File: config.mk
export PLATFORM = sky130hd
export DESIGN_NAME = lpmc_core
export DESIGN_NICKNAME = d
export VERILOG_FILES = /design/src/verilog/lpmc_pkg.sv /design/src/verilog/lpmc_settle_timer.sv /design/src/verilog/lpmc_core.sv
export VERILOG_INCLUDE_DIRS = /design/src /design/src/verilog
export SDC_FILE = /design/constraint.sdc
export NUM_CORES = 1
export LEC_CHECK = 0
export BUFFER_PORTS_ARGS = -buffer_cell sky130_fd_sc_hd__buf_2
export CORE_ASPECT_RATIO = 0.9
export CORE_MARGIN = 1.5
export CORE_UTILIZATION = 35
export CTS_BUF_LIST = sky130_fd_sc_hd__clkbuf_16
export DETAILED_ROUTE_END_ITERATION = 8
export PLACE_DENSITY = 0.62
export SETUP_SLACK_MARGIN = 0.3
export SLEW_MARGIN = 10
export SYNTH_ARGS = -nofsm -noshare
export SYNTH_HDL_FRONTEND = slang
export SYNTH_HIERARCHICAL = 1
export SYNTH_SLANG_ARGS = --single-unit
File: constraint.sdc
create_clock -name clk -period 2.25 [get_ports clk]
set_input_delay 0.45 -clock clk [delete_from_list [all_inputs] [get_ports clk]]
set_output_delay 0.45 -clock clk [all_outputs]
set_load 0.02 [all_outputs]
File: src/verilog/lpmc_map.svh
// register offsets, field positions, reset values and timing counts of the low power mode controller
`ifndef LPMC_MAP_SVH
`define LPMC_MAP_SVH
`define LPMC_OFS_CTRL        4'h0
`define LPMC_OFS_STATUS      4'h4
`define LPMC_OFS_OPTION      4'h8
`define LPMC_OFS_IRQCFG      4'hc
`define LPMC_CTRL_AUX_BIT    0
`define LPMC_CTRL_GIE_BIT    1
`define LPMC_OPT_OVR_BIT     0
`define LPMC_OPT_WDG_BIT     1
`define LPMC_CTRL_RESET      8'h00
`define LPMC_OPTION_RESET    8'h00
`define LPMC_IRQCFG_RESET    8'h00
`define LPMC_SETTLE_CYCLES   2048
`define LPMC_PER_IRQS        4
`endif

File: src/verilog/lpmc_pkg.sv
// types shared by the low power mode controller
package lpmc_pkg;
    typedef enum logic [2:0] {
        LPMC_RUN    = 3'b000,
        LPMC_WAIT   = 3'b001,
        LPMC_STOP   = 3'b010,
        LPMC_SETTLE = 3'b011,
        LPMC_WAKE   = 3'b100
    } lpmc_state_e;
    typedef enum logic [1:0] {
        LPMC_CTX_MAIN = 2'b00,
        LPMC_CTX_IRQ  = 2'b01,
        LPMC_CTX_NMI  = 2'b10
    } lpmc_ctx_e;
endpackage

File: src/verilog/lpmc_settle_timer.sv
// oscillator settling counter used on every exit from stop
`timescale 1ns/1ps
`include "lpmc_map.svh"
module lpmc_settle_timer #(
    parameter int CYCLES = `LPMC_SETTLE_CYCLES
) (
    input  wire logic clk,
    input  wire logic sys_rst,
    input  wire logic start,
    output logic      done
);
    logic [15:0] count;
    logic        busy;
    wire         last = busy && (count == 16'(CYCLES - 1));

    // counts CYCLES clock edges after start, then pulses done once
    always_ff @(posedge clk) begin
        if (sys_rst || start) begin
            count <= 16'h0000;
            busy  <= start && !sys_rst;
        end else if (busy) begin
            count <= count + 16'h0001;
            busy  <= !last;
        end
    end

    assign done = last;
endmodule

File: src/verilog/lpmc_core.sv
// low power mode controller: run, wait and stop sequencing with wake and restart context
//
// Overview of operation
// reset lands in run, main clock master
// wait instruction freezes cpu, peripherals run
// state kept in wait and stop
// active oscillator keeps running during wait
// wait exits on reset or interrupt, vectored
// stop halts execution and the oscillator
// stop exits on reset, ext, nmi, extclk
// stop exit waits 2048 cycles before fetch
// watchdog turns stop into wait, override excepted
// nmi without global enable never wakes
// main context: isr first, then next instruction
// nmi context: continue after sleep, no interrupt
// irq context, maskable wake: resume routine first
// irq context, nmi wake: nmi handler first
// sleep ignored while enabled request pending
// software enables auxiliary oscillator before wait
// software sets global enable to allow interrupts
// wait exit has no settling delay
// maskable wake needs global and source enable
`timescale 1ns/1ps
`include "lpmc_map.svh"
module lpmc_core
    import lpmc_pkg::*;
#(
    parameter int NPER = `LPMC_PER_IRQS
) (
    input  wire logic             clk,
    input  wire logic             sys_rst,
    // avalon-mm slave
    input  wire logic [3:0]       avs_address,
    input  wire logic             avs_read,
    input  wire logic             avs_write,
    input  wire logic [31:0]      avs_writedata,
    input  wire logic [3:0]       avs_byteenable,
    output logic [31:0]           avs_readdata,
    output logic                  avs_waitrequest,
    // cpu core side
    input  wire logic             wait_insn,
    input  wire logic             stop_insn,
    input  wire logic [1:0]       cpu_ctx,
    // interrupt sources
    input  wire logic             nmi_req,
    input  wire logic             nmi_pin,
    input  wire logic             ext_irq,
    input  wire logic [NPER-1:0]  per_irq,
    input  wire logic [NPER-1:0]  per_ext_clk,
    input  wire logic             wdg_active,
    // clock and cpu control
    output logic                  cpu_clk_en,
    output logic                  periph_clk_en,
    output logic                  osc_en,
    output logic                  low_freq_aux_oscillator,
    output logic                  wdg_freeze,
    output logic                  wake_pulse,
    output logic                  wake_take_irq,
    output logic                  wake_take_nmi,
    output logic                  wake_resume,
    output logic                  sleep_ignored
);
    // sequencer state, sleep context and the software registers
    lpmc_state_e state;
    lpmc_state_e next_state;
    lpmc_ctx_e   sleep_ctx;
    logic [7:0]  ctrl;
    logic [7:0]  option;
    logic [7:0]  irqcfg;
    // sequencer to settling counter handshake and bus read strobe
    logic        pending_stop;
    logic        settle_start;
    logic        settle_done;
    logic        rd_ack;
    logic [2:0]  nmi_sync;

    // nmi pin comes from outside the clock domain
    // the first stage may go metastable; only the later two are read
    always_ff @(posedge clk) begin
        if (sys_rst) begin
            nmi_sync <= 3'h0;
        end else begin
            nmi_sync <= {nmi_sync[1:0], nmi_pin};
        end
    end

    // filtered nmi level: only a value seen by both late stages counts,
    // so a pin moving near the clock edge cannot flicker the override
    logic nmi_pin_level;
    always_ff @(posedge clk) begin
        if (sys_rst) begin
            nmi_pin_level <= 1'b0;
        end else if (nmi_sync[1] == nmi_sync[2]) begin
            nmi_pin_level <= nmi_sync[2];
        end
    end

    // register decode
    wire global_irq_enable    = ctrl[`LPMC_CTRL_GIE_BIT];
    wire stop_override_option = option[`LPMC_OPT_OVR_BIT];
    // address decode on the byte offset, one register per word
    wire sel_ctrl   = avs_address == `LPMC_OFS_CTRL;
    wire sel_status = avs_address == `LPMC_OFS_STATUS;
    wire sel_option = avs_address == `LPMC_OFS_OPTION;
    wire sel_irqcfg = avs_address == `LPMC_OFS_IRQCFG;
    wire wr_lane0   = avs_write && avs_byteenable[0];

    // only byte lane 0 carries register bits; the upper lanes read as zero
    function automatic logic [7:0] lane_merge(input logic [7:0] old, input logic [31:0] wd, input logic be);
        lane_merge = be ? wd[7:0] : old;
    endfunction

    // maskable sources qualify only when globally and individually enabled
    // bit NPER of the source enables belongs to the external line
    wire [NPER-1:0] per_enabled = per_irq & irqcfg[NPER-1:0];
    wire ext_enabled   = ext_irq & irqcfg[NPER];
    wire mask_req      = global_irq_enable && (|per_enabled || ext_enabled);
    // in stop only sources with their own clock survive
    wire mask_stop_req = global_irq_enable && (ext_enabled || |(per_enabled & per_ext_clk));
    // nmi wakes only while the global enable is set
    // it is still serviced in run; only the wake is blocked
    wire nmi_wake      = nmi_req && global_irq_enable;
    wire wait_wake     = mask_req || nmi_wake;
    wire stop_wake     = mask_stop_req || nmi_wake;
    // any enabled request refuses a sleep instruction in the same cycle
    wire pending_any   = mask_req || nmi_wake;
    // wait and stop share the entry checks; stop_insn picks the target
    wire sleep_req     = wait_insn || stop_insn;
    // watchdog forces stop down to wait unless overridden with nmi pin high
    wire stop_allowed  = !wdg_active || (stop_override_option && nmi_pin_level);
    wire go_stop       = stop_insn && stop_allowed;
    // the pin level used here lags the pin by about four clocks

    // state transition
    // no state is skipped: stop always passes through settle
    always_comb begin
        next_state   = state;
        settle_start = 1'b0;
        case (state)
            // run: enter sleep only with nothing enabled pending
            LPMC_RUN: begin
                if (sleep_req && !pending_any) begin
                    next_state = go_stop ? LPMC_STOP : LPMC_WAIT;
                end
            end
            // wait: oscillator still running, so wake goes straight to restart
            LPMC_WAIT: begin
                if (wait_wake) begin
                    next_state = LPMC_WAKE;
                end
            end
            // stop: any surviving source starts the settling count
            LPMC_STOP: begin
                if (stop_wake) begin
                    next_state   = LPMC_SETTLE;
                    settle_start = 1'b1;
                end
            end
            // settle: cpu held until the oscillator has had its count
            LPMC_SETTLE: begin
                if (settle_done) begin
                    next_state = LPMC_WAKE;
                end
            end
            // wake: one cycle, so the restart flags pulse once, the cycle after clock return
            LPMC_WAKE: begin
                next_state = LPMC_RUN;
            end
            // unused codes fall back to run rather than lock up
            default: begin
                next_state = LPMC_RUN;
            end
        endcase
    end

    // reset always lands in run
    // reset is synchronous, so a wake by reset is simply this branch
    always_ff @(posedge clk) begin
        if (sys_rst) begin
            state <= LPMC_RUN;
        end else begin
            state <= next_state;
        end
    end

    // remember context and which wake source arrived
    // the cpu is frozen while asleep, so its context is taken on the entry edge
    logic wake_by_nmi;
    always_ff @(posedge clk) begin
        if (sys_rst) begin
            sleep_ctx    <= LPMC_CTX_MAIN;
            wake_by_nmi  <= 1'b0;
            pending_stop <= 1'b0;
        end else begin
            if (state == LPMC_RUN && next_state != LPMC_RUN) begin
                sleep_ctx    <= lpmc_ctx_e'(cpu_ctx);
                pending_stop <= next_state == LPMC_STOP;
            end
            // nmi wins when both kinds arrive together, having higher priority
            if ((state == LPMC_WAIT && wait_wake) || (state == LPMC_STOP && stop_wake)) begin
                wake_by_nmi <= nmi_wake;
            end
        end
    end

    // settling counter, restarted on every stop exit
    lpmc_settle_timer #(
        .CYCLES (`LPMC_SETTLE_CYCLES)
    ) u_settle (
        .clk     (clk),
        .sys_rst (sys_rst),
        .start   (settle_start),
        .done    (settle_done)
    );

    // restart decision, one cycle pulse in wake state
    // exactly one of the three restart flags goes with each wake pulse when the saved context is main, irq or nmi
    wire in_wake = state == LPMC_WAKE;
    wire ctx_main = sleep_ctx == LPMC_CTX_MAIN;
    wire ctx_nmi  = sleep_ctx == LPMC_CTX_NMI;
    wire ctx_irq  = sleep_ctx == LPMC_CTX_IRQ;
    wire next_take_nmi = in_wake && wake_by_nmi && !ctx_nmi;
    wire next_take_irq = in_wake && !wake_by_nmi && ctx_main;
    // nmi context and maskable wake in irq context go straight on
    wire next_resume   = in_wake && (ctx_nmi || (ctx_irq && !wake_by_nmi));

    // restart flags and the refusal strobe are registered one-cycle pulses
    always_ff @(posedge clk) begin
        if (sys_rst) begin
            wake_pulse    <= 1'b0;
            wake_take_irq <= 1'b0;
            wake_take_nmi <= 1'b0;
            wake_resume   <= 1'b0;
            sleep_ignored <= 1'b0;
        end else begin
            wake_pulse    <= in_wake;
            wake_take_irq <= next_take_irq;
            wake_take_nmi <= next_take_nmi;
            wake_resume   <= next_resume;
            sleep_ignored <= state == LPMC_RUN && sleep_req && pending_any;
        end
    end

    // clock gating: cpu frozen while asleep, oscillator only off in stop
    // trade-off: oscillator stays on through settle, costing power for a clean restart
    wire asleep = state == LPMC_WAIT || state == LPMC_STOP || state == LPMC_SETTLE;
    // enables follow next_state so they switch on the edge the state does
    always_ff @(posedge clk) begin
        if (sys_rst) begin
            cpu_clk_en    <= 1'b1;
            periph_clk_en <= 1'b1;
            osc_en        <= 1'b1;
            wdg_freeze    <= 1'b0;
        end else begin
            cpu_clk_en    <= !(next_state != LPMC_RUN && next_state != LPMC_WAKE);
            periph_clk_en <= next_state != LPMC_STOP && next_state != LPMC_SETTLE;
            osc_en        <= next_state != LPMC_STOP;
            wdg_freeze    <= next_state == LPMC_STOP || next_state == LPMC_SETTLE;
        end
    end
    // auxiliary oscillator select follows the software bit in run and wait
    // dropped in stop so no slow clock runs while the oscillators are off
    assign low_freq_aux_oscillator = ctrl[`LPMC_CTRL_AUX_BIT] && state != LPMC_STOP;

    // register writes; clearing global enable masks every maskable source
    // writes never stall; a write without lane 0 enabled is dropped
    always_ff @(posedge clk) begin
        if (sys_rst) begin
            ctrl   <= `LPMC_CTRL_RESET;
            option <= `LPMC_OPTION_RESET;
            irqcfg <= `LPMC_IRQCFG_RESET;
        end else if (wr_lane0) begin
            if (sel_ctrl) begin
                ctrl <= lane_merge(ctrl, avs_writedata, 1'b1) & 8'h03;
            end else if (sel_option) begin
                option <= lane_merge(option, avs_writedata, 1'b1) & 8'h01;
            end else if (sel_irqcfg) begin
                irqcfg <= lane_merge(irqcfg, avs_writedata, 1'b1);
            end
        end
    end

    // read data registered; waitrequest holds reads one cycle
    // status is read-only, writes to it are ignored
    // unmapped offsets read as zero
    wire [7:0] status_val = {1'b0, pending_stop, sleep_ctx, asleep, state};
    wire [7:0] rd_mux = sel_ctrl   ? ctrl :
                        sel_status ? status_val :
                        sel_option ? option :
                        sel_irqcfg ? irqcfg : 8'h00;
    always_ff @(posedge clk) begin
        if (sys_rst) begin
            rd_ack       <= 1'b0;
            avs_readdata <= 32'h0000_0000;
        end else begin
            rd_ack       <= avs_read && !rd_ack;
            avs_readdata <= avs_read ? {24'h00_0000, rd_mux} : avs_readdata;
        end
    end
    // combinational, so the first read cycle stalls without losing an edge
    assign avs_waitrequest = avs_read && !rd_ack;
endmodule

# Word level (Yosys, flattened, before mapping)
# Index checks and enable logic that the tools add are counted.
# Widths: inputs -> output; s select.
[word_totals]
reg_bits = 57
inputBits = 60
output_inout_bits = 43
elab_cells = 112
[classes]
addsub = 1
n_eq_ne = 17
n_mux = 14
n_bitwise = 5
n_reduce_logical = 53
[ops]
columns = ["op", "count"]
rows = [
  ["$mux 8", 4],
  ["$logic_and 1x1->1", 24],
  ["$add 16x1->16 const B", 1],
  ["$eq 16x11->1 const B", 1],
  ["$eq 3x2->1 const B", 4],
  ["$logic_or 1x1->1", 12],
  ["$mux 3", 4],
  ["$pmux 3 s4", 1],
  ["$ne 3x2->1 const B", 3],
  ["$and 4x4->4", 2],
  ["$eq 4x4->1 const B", 2],
  ["$logic_not 1->1", 8],
  ["$reduce_or 4->1", 2],
  ["$eq 4x3->1 const B", 1],
  ["$logic_not 4->1", 1],
  ["$mux 1", 4],
  ["$reduce_and 4->1", 1],
  ["$eq 3x1->1 const B", 1],
  ["$eq 3x3->1 const B", 1],
  ["$logic_not 3->1", 1],
  ["$ne 3x3->1 const B", 1],
  ["$reduce_and 3->1", 1],
  ["$reduce_bool 3->1", 1],
  ["$eq 2x1->1 const B", 1],
  ["other kinds (7)", 8],
]

# Logic depth before layout (Yosys ltp)
[logic_depth]
ltp_word = 12
mapped_depth = 8
ltp_nobuf = 8

# By module
# Netlist, hierarchy kept.
[by_module_without_submodules]
columns = ["mod", "instances", "cells_each", "area_each_um2", "seq_area_each_um2"]
rows = [
  ["lpmc_core", 1, 205, 1858.0, 800.8],
  ["lpmc_settle_timer", 1, 94, 775.7, 340.3],
]

# Least setup slack after synthesis
# OpenSTA, ideal clock, no wires.
[synth_path]
path_kind = "reg-to-reg"
from = "register u_settle.count[11]"
to = "register osc_en"
setup_time_ns = 0.063
t_arrival_ns = 1.946
required_time_ns = 2.187
path_slack_ns = 0.241
path_stages_with_launch = 8
n_path_buf = 0
synth_period_minus_slack_ns = 2.009
path_cell_list = "dfxtp_1 or4_1 or4_4 nor3_1 a211oi_1 nand2_1 o21ai_0 nand3_1"
[synth_via]
elab_chain_cells = 5
[synth_rtl]
columns = ["item", "line_no", "rtl"]
rows = [
  ["start: declaration", "lpmc_settle_timer.sv:12", "logic [15:0] count;"],
  ["start signal: assignment", "lpmc_settle_timer.sv:22", "count <= count + 16'h0001;"],
  ["$eq 16x11->1", "lpmc_settle_timer.sv:14", "wire last = busy && (count == 16'(CYCLES - 1));"],
  ["$logic_and 1x1->1", "lpmc_settle_timer.sv:14", ""],
  ["named net settle_done", "lpmc_core.sv:73", "logic settle_done;"],
  ["$mux 3", "lpmc_core.sv:161", "if (settle_done) begin"],
  ["$pmux 3 s4", "lpmc_core.sv:139", "case (state)"],
  ["$ne 3x2->1", "lpmc_core.sv:257", "osc_en <= next_state != LPMC_STOP;"],
  ["end signal: assignment", "lpmc_core.sv:252", "osc_en <= 1'b1;"],
  ["end signal: assignment", "lpmc_core.sv:257", ""],
  ["end: declaration", "lpmc_core.sv:54", "output logic osc_en,"],
]
# The timed path passes the listed nets, and every way through them passes these cells.
# A chain may end at the register's enable or synchronous reset.

# Worst setup path after layout
[layout_path]
from = "register u_settle.count[15]"
to = "register state[2]"
[layout_via]
elab_chain_cells = 4
[layout_rtl]
columns = ["item", "line_no", "rtl"]
rows = [
  ["$eq 16x11->1", "lpmc_settle_timer.sv:14", ""],
  ["$logic_and 1x1->1", "lpmc_settle_timer.sv:14", ""],
  ["named net settle_done", "lpmc_core.sv:73", ""],
  ["$mux 3", "lpmc_core.sv:161", ""],
  ["$pmux 3 s4", "lpmc_core.sv:139", ""],
  ["end signal: assignment", "lpmc_core.sv:182", "state <= next_state;"],
  ["end: declaration", "lpmc_core.sv:64", "lpmc_state_e state;"],
]
# The timed path passes the listed nets, and every way through them passes these cells.

==> summary.md <==
| Metric | Value |
|---|---|
| Most common cell after layout, fill and taps aside | `dfxtp_1` |
| Clk buf depth | `2` |
| Site row count | `29` |
| Hpwl dp | `4050 um` |
| CTS clk-pin slew, worst paths | `0.05 ns` |
| RSZ-0062 raised after global routing | `yes` |
| Top cells by area, synth | `dfxtp_1, buf_4, mux2i_1, nor2_1, a21oi_1` |
| Skew-Pair Late Insertion Delay | `0.32 ns` |
| Seq cells post-synth | `57` |
| Switch share | `0.228` |
| VDD IR-drop max | `454 uV` |
| Synth warnings | `6` |
| Post-synth top flop | `dfxtp_1` |
| Die extent in y | `85.3 um` |
| Drt pass-1 iters | `4` |
| CTS Sinks | `57` |
| XOR/XNOR share of the synthesized area | `0.0333` |
| Post-synthesis sequential area ratio | `0.433` |
| Largest net degree at the start of global routing | `26` |
| TNS Setup | `0 ns` |
| Combinational power share | `0.072` |
| Status | `completed` |
| DIE AREA | `8060 sq um` |
| WHS | `0.340 ns` |
| Vias in the first global route | `1978` |
| IO Pins | `103` |
| Syn Area/Cell | `8.81 sq um` |
| Yosys cell types | `50` |
| Final Max Tran Viols | `0` |
| Routed WL | `5550 um` |
| Most frequent cells in the layout | `dfxtp_1, buf_2, nor2_1, conb_1, a21oi_1` |
| Post-synth top area cell | `dfxtp_1` |
| Adder-Cell Fraction of Synth Area | `0.00475` |
| Fin nets | `421` |
| Placed instance area | `2950 sq um` |
| Reg2Reg Setup Slack | `0.23 ns` |
| Layout cells sized above 1 | `0.263` |
| Total track usage | `0.148` |
| FF-to-FF End | `state[2]` |
| Global-route wire length before repair | `9200 um` |
| Largest fanout on the critical path | `2` |
| CTS tree | `done` |
| Number of flops mapped to enable cells by yosys | `0` |
| Critical path data required time | `2.48 ns` |
| Max-cap violation count | `0` |
| Hold Fails Final Rpt | `0` |
| Compound-gate portion of the synthesized area | `0.103` |
| Clock network power share | `0.536` |
| Design internal power | `0.00207 W` |
| CTS root buf | `clkbuf_16` |
| Synth Area in Simple Gates | `0.244` |
| DRC Markers | `0` |
| Routed Antenna Nets | `0` |
| Async SR Flop Fraction | `0` |
| Hold endpoint | `nmi_sync[0]` |
| Die width | `94.4 um` |
| Synth Cell Area | `2630 sq um` |
| Initial DRC Count | `131` |
| H-tree depth | `3` |
| Antenna violations before repair | `0` |
| Worst Hold Path Cells | `2` |
| Initial Util | `0.367` |
| Via/cell ratio | `4.78` |
| Placed Cells incl. Taps | `439` |
| Tot Pwr | `0.00267 W` |
| Tmin final | `2.02 ns` |
| Post-Synthesis Cells | `299` |
| CP Capture Type | `flip-flop` |
| Switching power | `0.000609 W` |
| DR vias | `2187` |
| Hold-fix buffers at CTS | `0` |
| Worst Hold Launch | `nmi_pin` |
| R2r startpoint | `u_settle/count[15]` |
| # diodes | `0` |
| Critical Path Start Type | `flip-flop` |
| Tightest Pin Transition | `0.560 ns` |
| Core area | `7180 sq um` |
| Combinational family with the most area after synthesis | `simple AND/OR/NAND/NOR gates` |
| WL per Instance | `12.1 um` |
| # port buffers | `51` |
| Pwr/cell area | `806 nW/um^2` |
| GPL Wtd Cong | `0.816` |
| TritonCTS buffer count | `9` |
| Mux cell area share after synthesis | `0.0827` |
| R2R depth | `6` |
| Sequential share of power | `0.392` |
| Slew headroom | `0.621` |
| Crit share post-route | `0.899` |
| Lkg Pwr | `1.36 nW` |
| Final cell count without fillers | `458` |
| Min-Delay Path Class | `primary input to flip-flop` |
| Kind of critical path | `flip-flop to flip-flop` |
| Max Clk Rate | `494 MHz` |
| Post-route cell area | `3320 sq um` |
| GRT overflow | `0` |
| Share of the synthesized area in the top cell type | `0.433` |
| # setup viols final | `0` |
| Synth-to-layout area growth | `26.0%` |
| Arrival time worst endpoint | `2.25 ns` |
| Skew final | `0.00704 ns` |
## routing by layer
metal	part of all wire	global-route usage	up-vias
met5	0	0	-
met4	0.013	0.0787	0
met3	0.047	0.0403	4
met2	0.44	0.220	65
met1	0.50	0.193	1012
li1	-	-	1106
## worst max path at each step
| stage | start | to | slack [ns] | cells after the start |
|---|---|---|---|---|
| floorplan | u_settle/count[11] | osc_en | 0.32 | 7 |
| global placement | u_settle/count[11] | wdg_freeze | 0.15 | 6 |
| detailed placement | u_settle/count[11] | wdg_freeze | 0.14 | 6 |
| CTS | u_settle/count[15] | osc_en | 0.22 | 7 |
| global route | u_settle/count[15] | osc_en | 0.13 | 7 |
| finish | u_settle/count[15] | state[2] | 0.23 | 6 |
## registers in the layout (all words and copies together), names as in the netlist, 2 cells and up
name and flops:
u_settle/count 16, avs_readdata 8, irqcfg 8, nmi_sync 3
state 3, ctrl 2, sleep_ctx 2
## cell type report
cell class / instances / area, sq um
Timing Repair Buffer: 63 / 358
Fill cell: 733 / 3870
Sequential cell: 57 / 1140
Multi-Input combinational cell: 221 / 1350
Inverter: 8 / 30.0
Clock inverter: 7 / 93.8
Clock buffer: 9 / 225
Tap cell: 93 / 116
## Yosys cell counts (3+ instances only)
library cell / count
inv_1: 7
mux2i_1: 15
nor2_1: 36
clkbuf_1: 9
o21ai_0: 4
nand4_1: 5
a21oi_1: 20
a31o_1: 3
nor3_1: 7
xnor2_1: 7
nor4_1: 6
nor2b_1: 6
nand2_1: 20
nand3_1: 16
mux2_2: 4
dfxtp_1: 57
buf_4: 24
nand2b_1: 11
xor2_1: 3
## worst max-delay path: stages (launching register included)
cell and delay [ns]:
dfxtp_1 0.30, or4_4 0.52, or4_4 0.55, nor3_4 0.16, buf_4 0.14, a21oi_1 0.07, nor3_1 0.20
## what timing repair did
| action | in CTS | in global routing |
|---|---|---|
| gates cloned | 0 | 0 |
| pin swaps | 1 | 1 |
| endpoints found under the setup margin | 6 | 17 |
| endpoints found under the hold margin | 0 | 0 |
| gates resized for setup | 5 | 1 |
| buffers inserted | 2 | 1 |
## per-stage QoR
step | worst slack, ns | utilization
global placement | 0.152 | 0.410
detailed placement | 0.145 | 0.410
global route | 0.126 | 0.462
CTS | 0.220 | 0.460
floorplan | 0.323 | -
finish | 0.227 | 0.462
## kinds of logic (layout without fill, tap and decap cells)
family                   Yosys count  after routing
AO/OA/AOI/OAI                     41             41
XOR/XNOR                          10             10
adder cells (fa/ha/maj)            1              1
buffers and inverters             44             87
flip-flops                        57             57
multiplexers                      20             20
other                              1             24
AND/OR/NAND/NOR                  125            125
## power groups by stage
stage               registers [W]  clock network (W)  logic, W
floorplan                 0.00107                  0  0.000154
global placement          0.00107                  0  0.000188
detailed placement        0.00107                  0  0.000190
CTS                       0.00105            0.00148  0.000194
global route              0.00105            0.00151  0.000214
finish                    0.00105            0.00143  0.000194
Power figures use the tool's default switching activity.
